**src/hw/ucdr_pkg.sv**
```systemverilog
// Constants, encodings and carrier types of the USB charger detection register bank.
// Assumes a single 40 MHz system clock and byte-wide register access from the host bus controller.
package ucdr_pkg;

	// Register offsets
	localparam logic [7:0] UCDR_OFS_RESULT = 8'h32;
	localparam logic [7:0] UCDR_OFS_CMP = 8'h33;
	localparam logic [7:0] UCDR_OFS_OVP = 8'h34;
	localparam logic [7:0] UCDR_OFS_CTL = 8'h35;
	localparam logic [7:0] UCDR_OFS_DRV = 8'h36;
	localparam logic [7:0] UCDR_OFS_SW = 8'h37;

	// Detection result status fields
	localparam int RES_RUN_BIT = 6;
	localparam int RES_CLASS_LSB = 3;
	localparam int RES_TMO_BIT = 2;
	localparam int RES_PORT_LSB = 0;

	// Line compare status fields
	localparam int CMP_MINUS_DEB = 7;
	localparam int CMP_MINUS_LGC = 5;
	localparam int CMP_MINUS_REF = 4;
	localparam int CMP_PLUS_DEB = 3;
	localparam int CMP_PLUS_LGC = 1;
	localparam int CMP_PLUS_REF = 0;

	// Overvoltage status fields
	localparam int OVP_PLUS_BIT = 1;
	localparam int OVP_MINUS_BIT = 0;

	// Detection control fields
	localparam int CTL_WAIT_BIT = 7;
	localparam int CTL_RELAX_BIT = 5;
	localparam int CTL_HC_BIT = 4;
	localparam int CTL_MAN_BIT = 1;
	localparam int CTL_AUTO_BIT = 0;
	localparam logic [7:0] CTL_RESET = 8'h81;
	localparam logic [7:0] CTL_WMASK = 8'hb1;

	// Line drive control fields
	localparam int DRV_PLUS_MON_BIT = 7;
	localparam int DRV_MINUS_MON_BIT = 5;
	localparam int DRV_OVR_BIT = 4;
	localparam int DRV_PLUS_LSB = 2;
	localparam int DRV_MINUS_LSB = 0;
	localparam logic [7:0] DRV_RESET = 8'h00;
	localparam logic [7:0] DRV_WMASK = 8'hbf;

	// Data switch field
	localparam int SW_LSB = 0;
	localparam logic [1:0] SW_RESET = 2'h0;
	localparam logic [1:0] SW_OPEN = 2'h0;
	localparam logic [1:0] SW_DOWNSTREAM = 2'h1;
	localparam logic [1:0] SW_DETECT = 2'h2;

	// Port type and legacy class encodings
	localparam logic [1:0] PORT_NONE = 2'h0;
	localparam logic [1:0] PORT_SDP = 2'h1;
	localparam logic [1:0] PORT_CDP = 2'h2;
	localparam logic [1:0] PORT_DCP = 2'h3;
	localparam logic [2:0] CLASS_NONE = 3'h0;
	localparam logic [2:0] CLASS_LEGACY_MAX = 3'h5;
	localparam logic [2:0] CLASS_HC_DCP = 3'h6;

	// Line drive condition encodings
	localparam logic [1:0] DRIVE_PULLDOWN = 2'h0;
	localparam logic [1:0] DRIVE_LOW_V = 2'h1;
	localparam logic [1:0] DRIVE_HIGH_V = 2'h2;
	localparam logic [1:0] DRIVE_OPEN = 2'h3;

	// Contact detect wait times
	localparam int unsigned CLK_HZ = 40_000_000;
	localparam int unsigned WAIT_LONG_MS = 2000;
	localparam int unsigned WAIT_SHORT_MS = 800;
	localparam logic [26:0] WAIT_LONG_CYC = 27'(WAIT_LONG_MS * (CLK_HZ / 1000));
	localparam logic [26:0] WAIT_SHORT_CYC = 27'(WAIT_SHORT_MS * (CLK_HZ / 1000));

	// Detection sequencer states
	typedef enum logic [1:0] {
		UCDR_IDLE,
		UCDR_CONTACT,
		UCDR_CLASSIFY,
		UCDR_DCP_END
	} ucdr_state_t;

	// Comparator, debounce and overvoltage levels from the analog front end
	typedef struct packed {
		logic minus_line_debounce_ok;
		logic minus_line_logic_level;
		logic minus_line_ref_compare;
		logic plus_line_debounce_ok;
		logic plus_line_logic_level;
		logic plus_line_ref_compare;
		logic plus_line_overvoltage;
		logic minus_line_overvoltage;
	} ucdr_analog_t;

	// Classification outcome from the analog classifier
	typedef struct packed {
		logic done;
		logic [1:0] port;
		logic [2:0] legacy;
		logic hc_dcp;
	} ucdr_class_t;

	// Resource settings on the two data lines
	typedef struct packed {
		logic [1:0] plus_line_drive;
		logic [1:0] minus_line_drive;
		logic plus_line_monitor_en;
		logic minus_line_monitor_en;
		logic vdp_src;
	} ucdr_line_t;

endpackage : ucdr_pkg

```
**src/hw/ucdr_line_ctl.sv**
```systemverilog
// Line resource arbiter: picks sequencer or manual settings for the data lines.
// Assumes charger presence is a synchronous level; everything is released while it is low.
`timescale 1ns/1ps

module ucdr_line_ctl
	import ucdr_pkg::*;
(
	// Clock and reset
	input wire logic sys_clk,
	input wire logic sys_rst,
	// Selection inputs
	input wire logic charger_ok,
	input wire logic [7:0] drive_reg,
	input wire ucdr_line_t fsm_line,
	// Registered line settings
	output ucdr_line_t line_out
);

	typedef struct packed {
		ucdr_line_t line;
	} ucdr_lc_state_t;

	ucdr_lc_state_t q;
	ucdr_lc_state_t d;

	// Choose the owner of the line resources
	always_comb begin
		d = q;
		d.line.plus_line_drive = DRIVE_OPEN;
		d.line.minus_line_drive = DRIVE_OPEN;
		d.line.plus_line_monitor_en = 1'b0;
		d.line.minus_line_monitor_en = 1'b0;
		d.line.vdp_src = 1'b0;
		if (charger_ok) begin // [RULE_15]
			d.line.plus_line_monitor_en = drive_reg[DRV_PLUS_MON_BIT]; // [RULE_12]
			d.line.minus_line_monitor_en = drive_reg[DRV_MINUS_MON_BIT]; // [RULE_12]
			if (drive_reg[DRV_OVR_BIT]) begin // [RULE_13]
				d.line.plus_line_drive = drive_reg[DRV_PLUS_LSB +: 2]; // [RULE_14]
				d.line.minus_line_drive = drive_reg[DRV_MINUS_LSB +: 2]; // [RULE_14]
			end else begin
				d.line.plus_line_drive = fsm_line.plus_line_drive;
				d.line.minus_line_drive = fsm_line.minus_line_drive;
				d.line.vdp_src = fsm_line.vdp_src;
			end
		end
	end

	// State register
	always_ff @(posedge sys_clk) begin
		if (sys_rst) begin
			q <= '{line: '{DRIVE_OPEN, DRIVE_OPEN, 1'b0, 1'b0, 1'b0}};
		end else begin
			q <= d;
		end
	end

	assign line_out = q.line;
endmodule : ucdr_line_ctl

```
**src/hw/ucdr_regs.sv**
```systemverilog
// Register bank and detection sequencer of the USB charger detection unit.
// Assumes a byte register port from the host bus controller and synchronous analog levels.
`timescale 1ns/1ps

// Overview of operation
// RULE_01 - Bit 6 of result status reads 1 while a detection run is active.
// RULE_02 - Bits 5:3 give legacy adapter class; 6 only for enabled high-current DCP.
// RULE_03 - Bit 2 flags a contact-detect timeout, else stays 0.
// RULE_04 - Bits 1:0 give port type: none, SDP, CDP, DCP.
// RULE_05 - Line compare status shows debounce, logic and reference comparators per line.
// RULE_06 - Overvoltage status shows live plus line bit 1, minus line bit 0.
// RULE_07 - Control bit 7 picks contact wait: 0 gives 2000 ms, 1 gives 800 ms.
// RULE_08 - Control bit 5 clear keeps voltage source on in DCP end state.
// RULE_09 - High-current DCP recognised only with control bit 4 set; default off.
// RULE_10 - Writing control bit 1 requests one manual run once supply present; self-clears.
// RULE_11 - Control bit 0 set starts detection on each rising supply crossing.
// RULE_12 - Line-drive bits 7 and 5 enable reference monitoring per line.
// RULE_13 - Line-drive bit 4 hands line resources from sequencer to manual fields.
// RULE_14 - Manual two-bit fields select pulldown, 0.6 V, 3.0 V or open.
// RULE_15 - Line-drive settings apply only while charger supply is present.
// RULE_16 - Data switch field is bits 1:0, read-write, resets to 00.
// RULE_17 - Switch codes: 00 open, 01 downstream, 10 detection read-only, 11 reserved.
// RULE_18 - SDP or CDP result routes the data lines downstream automatically.
// RULE_19 - Switch writes ignored during a run; each run restores automatic control.
// RULE_20 - Writes to read-only or reserved bits do nothing; reserved bits read zero.
// RULE_21 - Running bit set from run start until results update and run ends.
module ucdr_regs
	import ucdr_pkg::*;
#(
	parameter logic [26:0] WAIT_LONG_LIMIT = WAIT_LONG_CYC,
	parameter logic [26:0] WAIT_SHORT_LIMIT = WAIT_SHORT_CYC
) (
	// Clock and reset
	input wire logic sys_clk,
	input wire logic sys_rst,
	// Register port
	input wire logic reg_wr_en,
	input wire logic reg_rd_en,
	input wire logic [7:0] reg_addr,
	input wire logic [7:0] reg_wr_data,
	output logic [7:0] reg_rd_data,
	output logic reg_rd_valid,
	// Analog front end
	input wire logic charger_ok,
	input wire logic contact_ok,
	input wire ucdr_analog_t analog_in,
	input wire ucdr_class_t class_in,
	// Line and switch control
	output ucdr_line_t line_out,
	output logic [1:0] switch_route,
	output logic detect_running
);

	// Whole state of the bank and sequencer
	typedef struct packed {
		ucdr_state_t fsm;
		logic [26:0] wait_cnt;
		logic charger_prev;
		logic man_pend;
		logic [7:0] ctl;
		logic [7:0] drv;
		logic [1:0] sw;
		logic running;
		logic [2:0] legacy;
		logic tmo;
		logic [1:0] port;
		ucdr_analog_t ana;
		logic [7:0] rdata;
		logic rvalid;
	} ucdr_core_t;

	ucdr_core_t q;
	ucdr_core_t d;
	ucdr_line_t fsm_line;
	logic start_auto;
	logic start_man;
	logic go;
	logic man_set;
	logic [26:0] wait_limit;

	// Address match, shared by read and write decode
	function automatic logic addr_hit(input logic [7:0] addr, input logic [7:0] ofs);
		addr_hit = (addr == ofs);
	endfunction : addr_hit

	// Legacy class as reported, filtering the high-current case
	function automatic logic [2:0] class_code(input ucdr_class_t c, input logic hc_en);
		class_code = CLASS_NONE;
		if (hc_en && c.hc_dcp && c.port == PORT_DCP) begin
			class_code = CLASS_HC_DCP;
		end else if (c.legacy <= CLASS_LEGACY_MAX) begin
			class_code = c.legacy;
		end
	endfunction : class_code

	// Read data for one offset; unmapped offsets and reserved bits give zero
	function automatic logic [7:0] read_word(input logic [7:0] addr, input ucdr_core_t s);
		logic [7:0] w;
		w = 8'h00;
		if (addr_hit(addr, UCDR_OFS_RESULT)) begin
			w[RES_RUN_BIT] = s.running; // [RULE_01]
			w[RES_CLASS_LSB +: 3] = s.legacy; // [RULE_02]
			w[RES_TMO_BIT] = s.tmo; // [RULE_03]
			w[RES_PORT_LSB +: 2] = s.port; // [RULE_04]
		end else if (addr_hit(addr, UCDR_OFS_CMP)) begin
			w[CMP_MINUS_DEB] = s.ana.minus_line_debounce_ok; // [RULE_05]
			w[CMP_MINUS_LGC] = s.ana.minus_line_logic_level;
			w[CMP_MINUS_REF] = s.ana.minus_line_ref_compare;
			w[CMP_PLUS_DEB] = s.ana.plus_line_debounce_ok;
			w[CMP_PLUS_LGC] = s.ana.plus_line_logic_level;
			w[CMP_PLUS_REF] = s.ana.plus_line_ref_compare;
		end else if (addr_hit(addr, UCDR_OFS_OVP)) begin
			w[OVP_PLUS_BIT] = s.ana.plus_line_overvoltage; // [RULE_06]
			w[OVP_MINUS_BIT] = s.ana.minus_line_overvoltage;
		end else if (addr_hit(addr, UCDR_OFS_CTL)) begin
			w = s.ctl; // Request bit always reads 0 [RULE_10]
		end else if (addr_hit(addr, UCDR_OFS_DRV)) begin
			w = s.drv;
		end else if (addr_hit(addr, UCDR_OFS_SW)) begin
			w[SW_LSB +: 2] = s.sw; // [RULE_16]
		end
		read_word = w;
	endfunction : read_word

	// Start conditions and the active wait limit
	always_comb begin
		man_set = reg_wr_en && addr_hit(reg_addr, UCDR_OFS_CTL) && reg_wr_data[CTL_MAN_BIT];
		start_auto = charger_ok && !q.charger_prev && q.ctl[CTL_AUTO_BIT]; // [RULE_11]
		start_man = q.man_pend && charger_ok; // [RULE_10]
		go = (q.fsm == UCDR_IDLE || q.fsm == UCDR_DCP_END) && (start_auto || start_man);
		wait_limit = q.ctl[CTL_WAIT_BIT] ? WAIT_SHORT_LIMIT : WAIT_LONG_LIMIT; // [RULE_07]
	end

	// Sequencer's own line settings
	always_comb begin
		fsm_line = '{DRIVE_OPEN, DRIVE_OPEN, 1'b0, 1'b0, 1'b0};
		case (q.fsm)
			UCDR_CONTACT: begin
				fsm_line.minus_line_drive = DRIVE_PULLDOWN;
			end
			UCDR_CLASSIFY: begin
				fsm_line.plus_line_drive = DRIVE_LOW_V;
				fsm_line.minus_line_drive = DRIVE_PULLDOWN;
				fsm_line.vdp_src = 1'b1;
			end
			UCDR_DCP_END: begin
				if (!q.ctl[CTL_RELAX_BIT]) begin // [RULE_08]
					fsm_line.plus_line_drive = DRIVE_LOW_V;
					fsm_line.vdp_src = 1'b1;
				end
			end
			default: begin
				fsm_line.plus_line_drive = DRIVE_OPEN;
			end
		endcase
	end

	// Next state of the bank and sequencer
	always_comb begin
		d = q;
		d.rvalid = 1'b0;
		d.ana = analog_in; // Live levels, one flop of delay [RULE_06]
		d.charger_prev = charger_ok;
		// Register writes; read-only offsets and reserved bits are dropped
		if (reg_wr_en) begin // [RULE_20]
			if (addr_hit(reg_addr, UCDR_OFS_CTL)) begin
				d.ctl = reg_wr_data & CTL_WMASK;
				if (reg_wr_data[CTL_MAN_BIT]) begin
					d.man_pend = 1'b1; // [RULE_10]
				end
			end else if (addr_hit(reg_addr, UCDR_OFS_DRV)) begin
				d.drv = reg_wr_data & DRV_WMASK; // [RULE_13]
			end else if (addr_hit(reg_addr, UCDR_OFS_SW)) begin
				// Only open and downstream may be forced, and not mid-run
				if (!q.running && (reg_wr_data[SW_LSB +: 2] == SW_OPEN
						|| reg_wr_data[SW_LSB +: 2] == SW_DOWNSTREAM)) begin // [RULE_17] [RULE_19]
					d.sw = reg_wr_data[SW_LSB +: 2];
				end
			end
		end
		// Supply lost: nothing attached any more
		if (!charger_ok && q.charger_prev) begin
			d.port = PORT_NONE;
			d.legacy = CLASS_NONE;
		end
		// Detection sequencer
		case (q.fsm)
			UCDR_CONTACT: begin
				if (!charger_ok) begin
					d.fsm = UCDR_IDLE;
					d.running = 1'b0;
					d.sw = SW_OPEN;
				end else if (contact_ok) begin
					d.fsm = UCDR_CLASSIFY;
				end else if (q.wait_cnt >= wait_limit - 27'h1) begin
					d.tmo = 1'b1; // [RULE_03]
					d.fsm = UCDR_CLASSIFY;
				end else begin
					d.wait_cnt = q.wait_cnt + 27'h1;
				end
			end
			UCDR_CLASSIFY: begin
				if (!charger_ok) begin
					d.fsm = UCDR_IDLE;
					d.running = 1'b0;
					d.sw = SW_OPEN;
				end else if (class_in.done) begin
					// Results and end of run land on the same edge
					d.port = class_in.port; // [RULE_04]
					d.legacy = class_code(class_in, q.ctl[CTL_HC_BIT]); // [RULE_02] [RULE_09]
					d.running = 1'b0; // [RULE_21]
					if (class_in.port == PORT_SDP || class_in.port == PORT_CDP) begin
						d.sw = SW_DOWNSTREAM; // [RULE_18]
					end else begin
						d.sw = SW_OPEN;
					end
					d.fsm = (class_in.port == PORT_DCP) ? UCDR_DCP_END : UCDR_IDLE;
				end
			end
			UCDR_DCP_END: begin
				if (!charger_ok) begin
					d.fsm = UCDR_IDLE;
				end
			end
			default: begin
				d.fsm = UCDR_IDLE;
			end
		endcase
		// A new run, automatic or manual
		if (go) begin
			d.fsm = UCDR_CONTACT;
			d.running = 1'b1; // [RULE_01] [RULE_21]
			d.tmo = 1'b0;
			d.wait_cnt = 27'h0;
			d.sw = SW_DETECT; // Switch control back to automatic [RULE_19]
			d.man_pend = man_set; // A request written now survives [RULE_10]
		end
		// Registered read answer
		if (reg_rd_en) begin
			d.rvalid = 1'b1;
			d.rdata = read_word(reg_addr, q);
		end
	end

	// State register
	always_ff @(posedge sys_clk) begin
		if (sys_rst) begin
			q.fsm <= UCDR_IDLE;
			q.wait_cnt <= 27'h0;
			q.charger_prev <= 1'b0;
			q.man_pend <= 1'b0;
			q.ctl <= CTL_RESET; // [RULE_07] [RULE_09] [RULE_11]
			q.drv <= DRV_RESET;
			q.sw <= SW_RESET; // [RULE_16]
			q.running <= 1'b0;
			q.legacy <= CLASS_NONE;
			q.tmo <= 1'b0;
			q.port <= PORT_NONE;
			q.ana <= '0;
			q.rdata <= 8'h00;
			q.rvalid <= 1'b0;
		end else begin
			q <= d;
		end
	end

	// Line resource arbiter
	ucdr_line_ctl u_line_ctl (
		.sys_clk(sys_clk),
		.sys_rst(sys_rst),
		.charger_ok(charger_ok),
		.drive_reg(q.drv),
		.fsm_line(fsm_line),
		.line_out(line_out)
	);

	assign reg_rd_data = q.rdata;
	assign reg_rd_valid = q.rvalid;
	assign switch_route = q.sw;
	assign detect_running = q.running;
endmodule : ucdr_regs

```
**config.mk**
```make
export PLATFORM = sky130hd
export DESIGN_NAME = ucdr_regs
export DESIGN_NICKNAME = d
export VERILOG_FILES = /design/src/hw/ucdr_pkg.sv /design/src/hw/ucdr_line_ctl.sv /design/src/hw/ucdr_regs.sv
export SDC_FILE = /design/constraint.sdc
export NUM_CORES = 1
export LEC_CHECK = 0
export ABC_AREA = 1
export BUFFER_PORTS_ARGS = -buffer_cell sky130_fd_sc_hd__buf_2
export CORE_ASPECT_RATIO = 0.7
export CORE_MARGIN = 2
export CORE_UTILIZATION = 47
export CTS_BUF_LIST = sky130_fd_sc_hd__clkbuf_4
export DETAILED_ROUTE_END_ITERATION = 12
export PLACE_DENSITY = 0.69
export SYNTH_ARGS = -nofsm -noshare
export SYNTH_HDL_FRONTEND = slang
export SYNTH_SLANG_ARGS = --single-unit
```
**constraint.sdc**
```tcl
create_clock -name sys_clk -period 4.5 [get_ports sys_clk]
set_input_delay 0.9 -clock sys_clk [delete_from_list [all_inputs] [get_ports sys_clk]]
set_output_delay 0.9 -clock sys_clk [all_outputs]
set_load 0.02 [all_outputs]
```
=== Word level (Yosys, flattened, before mapping) ===
Cells that the tools add are included.
W data, S select, Z words.

* Input port bits: 37
* Flip-flop bits (word level): 75
* Word-level logic and storage cells: 149
* Output and inout port bits: 19

* Add/subtract/negate cells: 2
* Bitwise gates (word level): 4
* Reduce and logical (&&, ||, !) cells: 35
* Eq/ne operators: 20
* Multiplexer cells: 58
* Magnitude comparators: 2

{| class="wikitable"
|+ Operator list
! cell !! count
|-
| $mux W27 || 5
|-
| $eq A8 B6 Y1 const B || 6
|-
| $mux W2 || 20
|-
| $mux W28 || 1
|-
| $add A27 B1 Y27 const B || 1
|-
| $ge A27 B27 Y1 || 1
|-
| $mux W3 || 9
|-
| $sub A27 B1 Y27 const B || 1
|-
| $mux W19 || 1
|-
| $mux W6 || 3
|-
| $mux W8 || 2
|-
| $reduce_and A3 Y1 || 5
|-
| $logic_and A1 B1 Y1 || 10
|-
| $mux W10 || 1
|-
| $mux W1 || 9
|-
| $mux W9 || 1
|-
| $ne A3 B3 Y1 const B || 3
|-
| $eq A2 B2 Y1 const B || 4
|-
| $ne A4 B4 Y1 const B || 2
|-
| $reduce_and A4 Y1 || 2
|-
| $mux W7 || 1
|-
| $eq A2 B1 Y1 const B || 3
|-
| $pmux W2 S3 || 1
|-
| $pmux W3 S2 || 1
|-
| other kinds (15) || 28
|}

=== Depth between registers and ports, before layout ===
* Word-level depth: 12
* Gate-level depth with buffers: 16
* Depth with buffers taken out: 15

=== Hierarchy ===
Synthesis repeated with hierarchy kept, for this count alone.

* Cells, all modules: 611
* Area, all modules: 4,210.3 µm²

{| class="wikitable"
|+ By module, submodules not included
! module !! seq. area each (µm²) !! cells each !! area each (µm²) !! instances
|-
| ucdr_regs || 1,361.3 || 581 || 3,976.3 || 1
|-
| ucdr_line_ctl || 140.1 || 30 || 234.0 || 1
|}

=== Worst setup path before layout ===
OpenSTA, ideal clock, no wires.

* Path type: input-to-reg
* Start point: in reg_addr[7]
* End point: reg q (netlist bit reg_rd_data[3])
* Arrival time: 1.887 ns
* Required time: 4.368 ns
* Slack: 2.481 ns
* Stages on the path: 8
* Path through: nor2_1 -> nand3_1 -> inv_1 -> nand2_1 -> nor2_1 -> inv_1 -> o211ai_1 -> a21oi_1

* Word-level cells in the longest chain between the ends: 6
* Elaborated cells on any way between the ends: 10
* Those cells by class: eq/ne: 5; mux: 5

{| class="wikitable"
|+ RTL lines
! what !! RTL line !! source
|-
| from (decl) || ucdr_regs.sv:39 || <nowiki>input wire logic [7:0] reg_addr,</nowiki>
|-
| $eq A8 B6 Y1 || ucdr_regs.sv:83 || <nowiki>addr_hit = (addr == ofs);</nowiki>
|-
| $mux W6 || ucdr_regs.sv:117 || <nowiki>end else if (addr_hit(addr, UCDR_OFS_DRV)) begin</nowiki>
|-
| $mux W8 || ucdr_regs.sv:115 || <nowiki>end else if (addr_hit(addr, UCDR_OFS_CTL)) begin</nowiki>
|-
| $mux W6 || ucdr_regs.sv:112 || <nowiki>end else if (addr_hit(addr, UCDR_OFS_OVP)) begin</nowiki>
|-
| $mux W3 || ucdr_regs.sv:105 || <nowiki>end else if (addr_hit(addr, UCDR_OFS_CMP)) begin</nowiki>
|-
| $mux W7 (*) || ucdr_regs.sv:100 || <nowiki>if (addr_hit(addr, UCDR_OFS_RESULT)) begin</nowiki>
|-
| to (decl) || ucdr_regs.sv:72 || <nowiki>ucdr_core_t q;</nowiki>
|}

Every way passes the cells marked *; elsewhere a longest branch is shown, timed or not.
A chain may end at the register's enable or synchronous reset.

=== Final worst setup path ===
* Start point: reg q[41] in the netlist's numbering
* End point: reg q[64] in the netlist's numbering

* Word-level cells in the longest chain between the ends: 5

{| class="wikitable"
|+ RTL lines
! what !! RTL line !! source
|-
| $mux W27 || ucdr_regs.sv:131 || <nowiki>wait_limit = q.ctl[CTL_WAIT_BIT] ? WAIT_SHORT_LIMIT : WAIT_LONG_LIMIT;</nowiki>
|-
| $sub A27 B1 Y27 || ucdr_regs.sv:195 || <nowiki>end else if (q.wait_cnt >= wait_limit - 27'h1) begin</nowiki>
|-
| $ge A27 B27 Y1 || ucdr_regs.sv:195 ||
|-
| $not A1 Y1 (no line) || -- ||
|-
| $reduce_and A4 Y1 (no line) || -- ||
|}

Every way passes these cells.

==> results_dict.tcl <==
set metrics [dict create \
    post-cts-setup-buffers 0 \
    synth_edf_count 0 \
    synth_top_area_frac 0.359 \
    synthCells 616 \
    clock-skew-final_ns 0.0168 \
    cts_tree "built" \
    routed_wl_um 10800 \
    fmax_mhz 340 \
    vdd_drop_max_mv 0.176 \
    clockBufferDepth 2 \
    status "finished clean" \
    ys_seq_area_frac 0.359 \
    worstPathArrival_ns 3.30 \
    fin_util 0.541 \
    multiInputGateArea_um2 2230 \
    min_path_type "flip-flop to flip-flop" \
    final_max_slew_viol_count 0 \
    worst_pin_slew_ns 0.844 \
    fin_ws_ns 1.56 \
    vias 4131 \
    hold_violations 0 \
    yosysTopAreaCell "dfxtp_1" \
    rsz0062_at_grt "false" \
    drt_iter0_markers 375 \
    die-height_um 83.0 \
    post_dp_cell_area_um2 4460 \
    fin_setup_tns_ns 0 \
    floorplan.rows 28 \
    ys.flop_type "dfxtp_1" \
    critical_path.slowest_cell "dfxtp_1" \
    numCtsBuffers 9 \
    io_pins 56 \
    grt_use_total 0.233 \
    initial_core_util 0.490 \
    hpwl_um 8320 \
    async_flop_share 0 \
    ctsHoldBuffers 0 \
    slowest_delay_ns 0.49 \
    finalCritPeriodShare 0.653 \
    fin_crit_ns 2.94 \
    path_cells "inv_1 > ha_1 > nand2_1 > o21ai_0 > a21oi_2 > nand3_1 > nand2_1 > nand3_2 > buf_4 > inv_1 > nand2_1 > a21oi_2" \
    htree_levels 3 \
    die_width_um 117 \
    fillers 894 \
    holdWs_ns 0.471 \
    antennaDiodeCount 0 \
    portBuffers 54 \
    clock_sinks 75 \
    core_area_um2 8550 \
    first_global_vias 3641 \
    critPathBufInv 3 \
    wire_per_inst_um 13.8 \
    cpMostUsedCell "nand2_1" \
    required_ns 4.86 \
    cts_resized 0 \
    synth_area_leaders "dfxtp_1 (36%), nand2_1 (13%), nor2_1 (7.9%)" \
    drc 0 \
    ant_nets 0 \
    overflow 0 \
    drive_gt1_frac 0.128 \
    area.growth.synth_to_final_pct 10.3 \
    yosysMostFrequentCell "nand2_1" \
    viasPerCell 5.28 \
    place_congestion 0.973 \
    syn_nets 669 \
    grt_antenna_before_repair 0 \
    power.density_nw_per_um2 268 \
    critPathMaxFanout 31 \
    synth_area_per_cell_um2 6.80 \
    start_kind "flip-flop" \
    root_buffer "clkbuf_4" \
    clock_latency_ns 0.45 \
    p_leak_uw 0.00191 \
    clkTransAtPathRegs_ns 0.12 \
    grt_max_degree 32 \
    synthDistinctLibCells 38 \
    grt_first_pass_wirelength_um 17700 \
    end_kind "flip-flop" \
    crit_family "buffers and inverters" \
    yosysWarnings 0 \
    seq_area_um2 1500 \
    path_class "flip-flop to flip-flop" \
    yosys-top-cells-count "nand2_1 (142), nor2_1 (88), inv_1 (77)" \
    drv_cap 0 \
    fin_nets 711 \
    yosys_register_bits 75 \
    syn-cell-area_um2 4190 \
    place_ws_ns 1.60 \
    die_area_um2 9690 \
    relSlewSlack 0.437 \
    first_pass_iters 6 \
    final-setup-viol-count 0 \
    final_design_area_no_fill_um2 4620 \
]
[power breakdown]
part,leakage (µW),internal [µW],total [µW],switching [µW]
clock,0.0000812,223,472,249
sequential,0.000608,673,678,5.02
combinational,0.00122,27.7,86.7,59.0
[final timing paths]
path	start	endpoint	slack [ns]	cells after the start
worst min-delay path	q[39]$_SDFFE_PP0P_	u_line_ctl.line_out[6]$_SDFF_PP1_	0.47	2
worst max register to register	q[41]$_SDFFE_PP1P_	q[64]$_SDFFE_PP0P_	1.56	12
worst max-delay path	q[41]$_SDFFE_PP1P_	q[64]$_SDFFE_PP0P_	1.56	12
worst min register to register	q[39]$_SDFFE_PP0P_	u_line_ctl.line_out[6]$_SDFF_PP1_	0.47	2
[flip-flops by register name, indices dropped and copies added (netlist names)]
| signal | cells |
|---|---|
| q | 56 |
| reg_rd_data | 8 |
| u_line_ctl.line_out | 7 |
| switch_route | 2 |
| detect_running | 1 |
| reg_rd_valid | 1 |
[layout by cell type, fill, tap and decap left out, types with 2 or more instances in the layout]
master	instances
nand3b_1	2
o221ai_1	2
ha_1	16
nor3_1	15
o211ai_1	6
nand3_1	31
nand2_1	142
clkbuf_4	9
dfxtp_1	75
a21oi_1	40
xnor2_1	2
inv_1	77
nor4_1	9
nor2_4	2
a21oi_2	8
nand2_2	2
o21ai_0	30
nand4_1	14
nor2_1	88
clkinv_1	4
bufinv_16	2
nor3b_1	4
o22ai_1	2
buf_2	54
xor2_1	12
clkinv_4	2
[kinds of logic after synthesis]
logic type,count (synthesis),share of synthesized area
simple gates,313,0.325
buf+inv,103,0.108
compound gates,95,0.132
flops,75,0.359
fa+ha+maj,16,0.0478
xor+xnor,14,0.0293
[worst min-delay path, cell delays in order (launching register included)]
cell	delay (ns)
dfxtp_1	0.33
nand2_1	0.05
a22oi_1	0.05
[area by class of cell]
type | count | share of cell area
tap | 120 | 0.0325
clock buffer | 9 | 0.0146
inverter | 79 | 0.0642
multi-input combinational | 438 | 0.484
clock inverter | 7 | 0.0200
sequential | 75 | 0.325
timing repair buffer | 55 | 0.0601
[metrics by stage]
stage / std cells / power, µW
6_report: 783 / 1240
5_1_grt: 783 / 1280
4_1_cts: 783 / 1250
3_5_place_dp: 767 / 779
3_3_place_gp: 767 / 777
2_1_floorplan: 616 / 746
[routing by layer]
layer	wire length, µm	GRT usage	part of all wire	up-vias
li1	-	-	-	2085
met1	5640	0.375	0.52	1874
met2	4210	0.311	0.39	163
met3	859	0.0526	0.079	9
met4	117	0.0535	0.011	0
met5	0	0	0	-
Power figures use the tool's default switching activity.
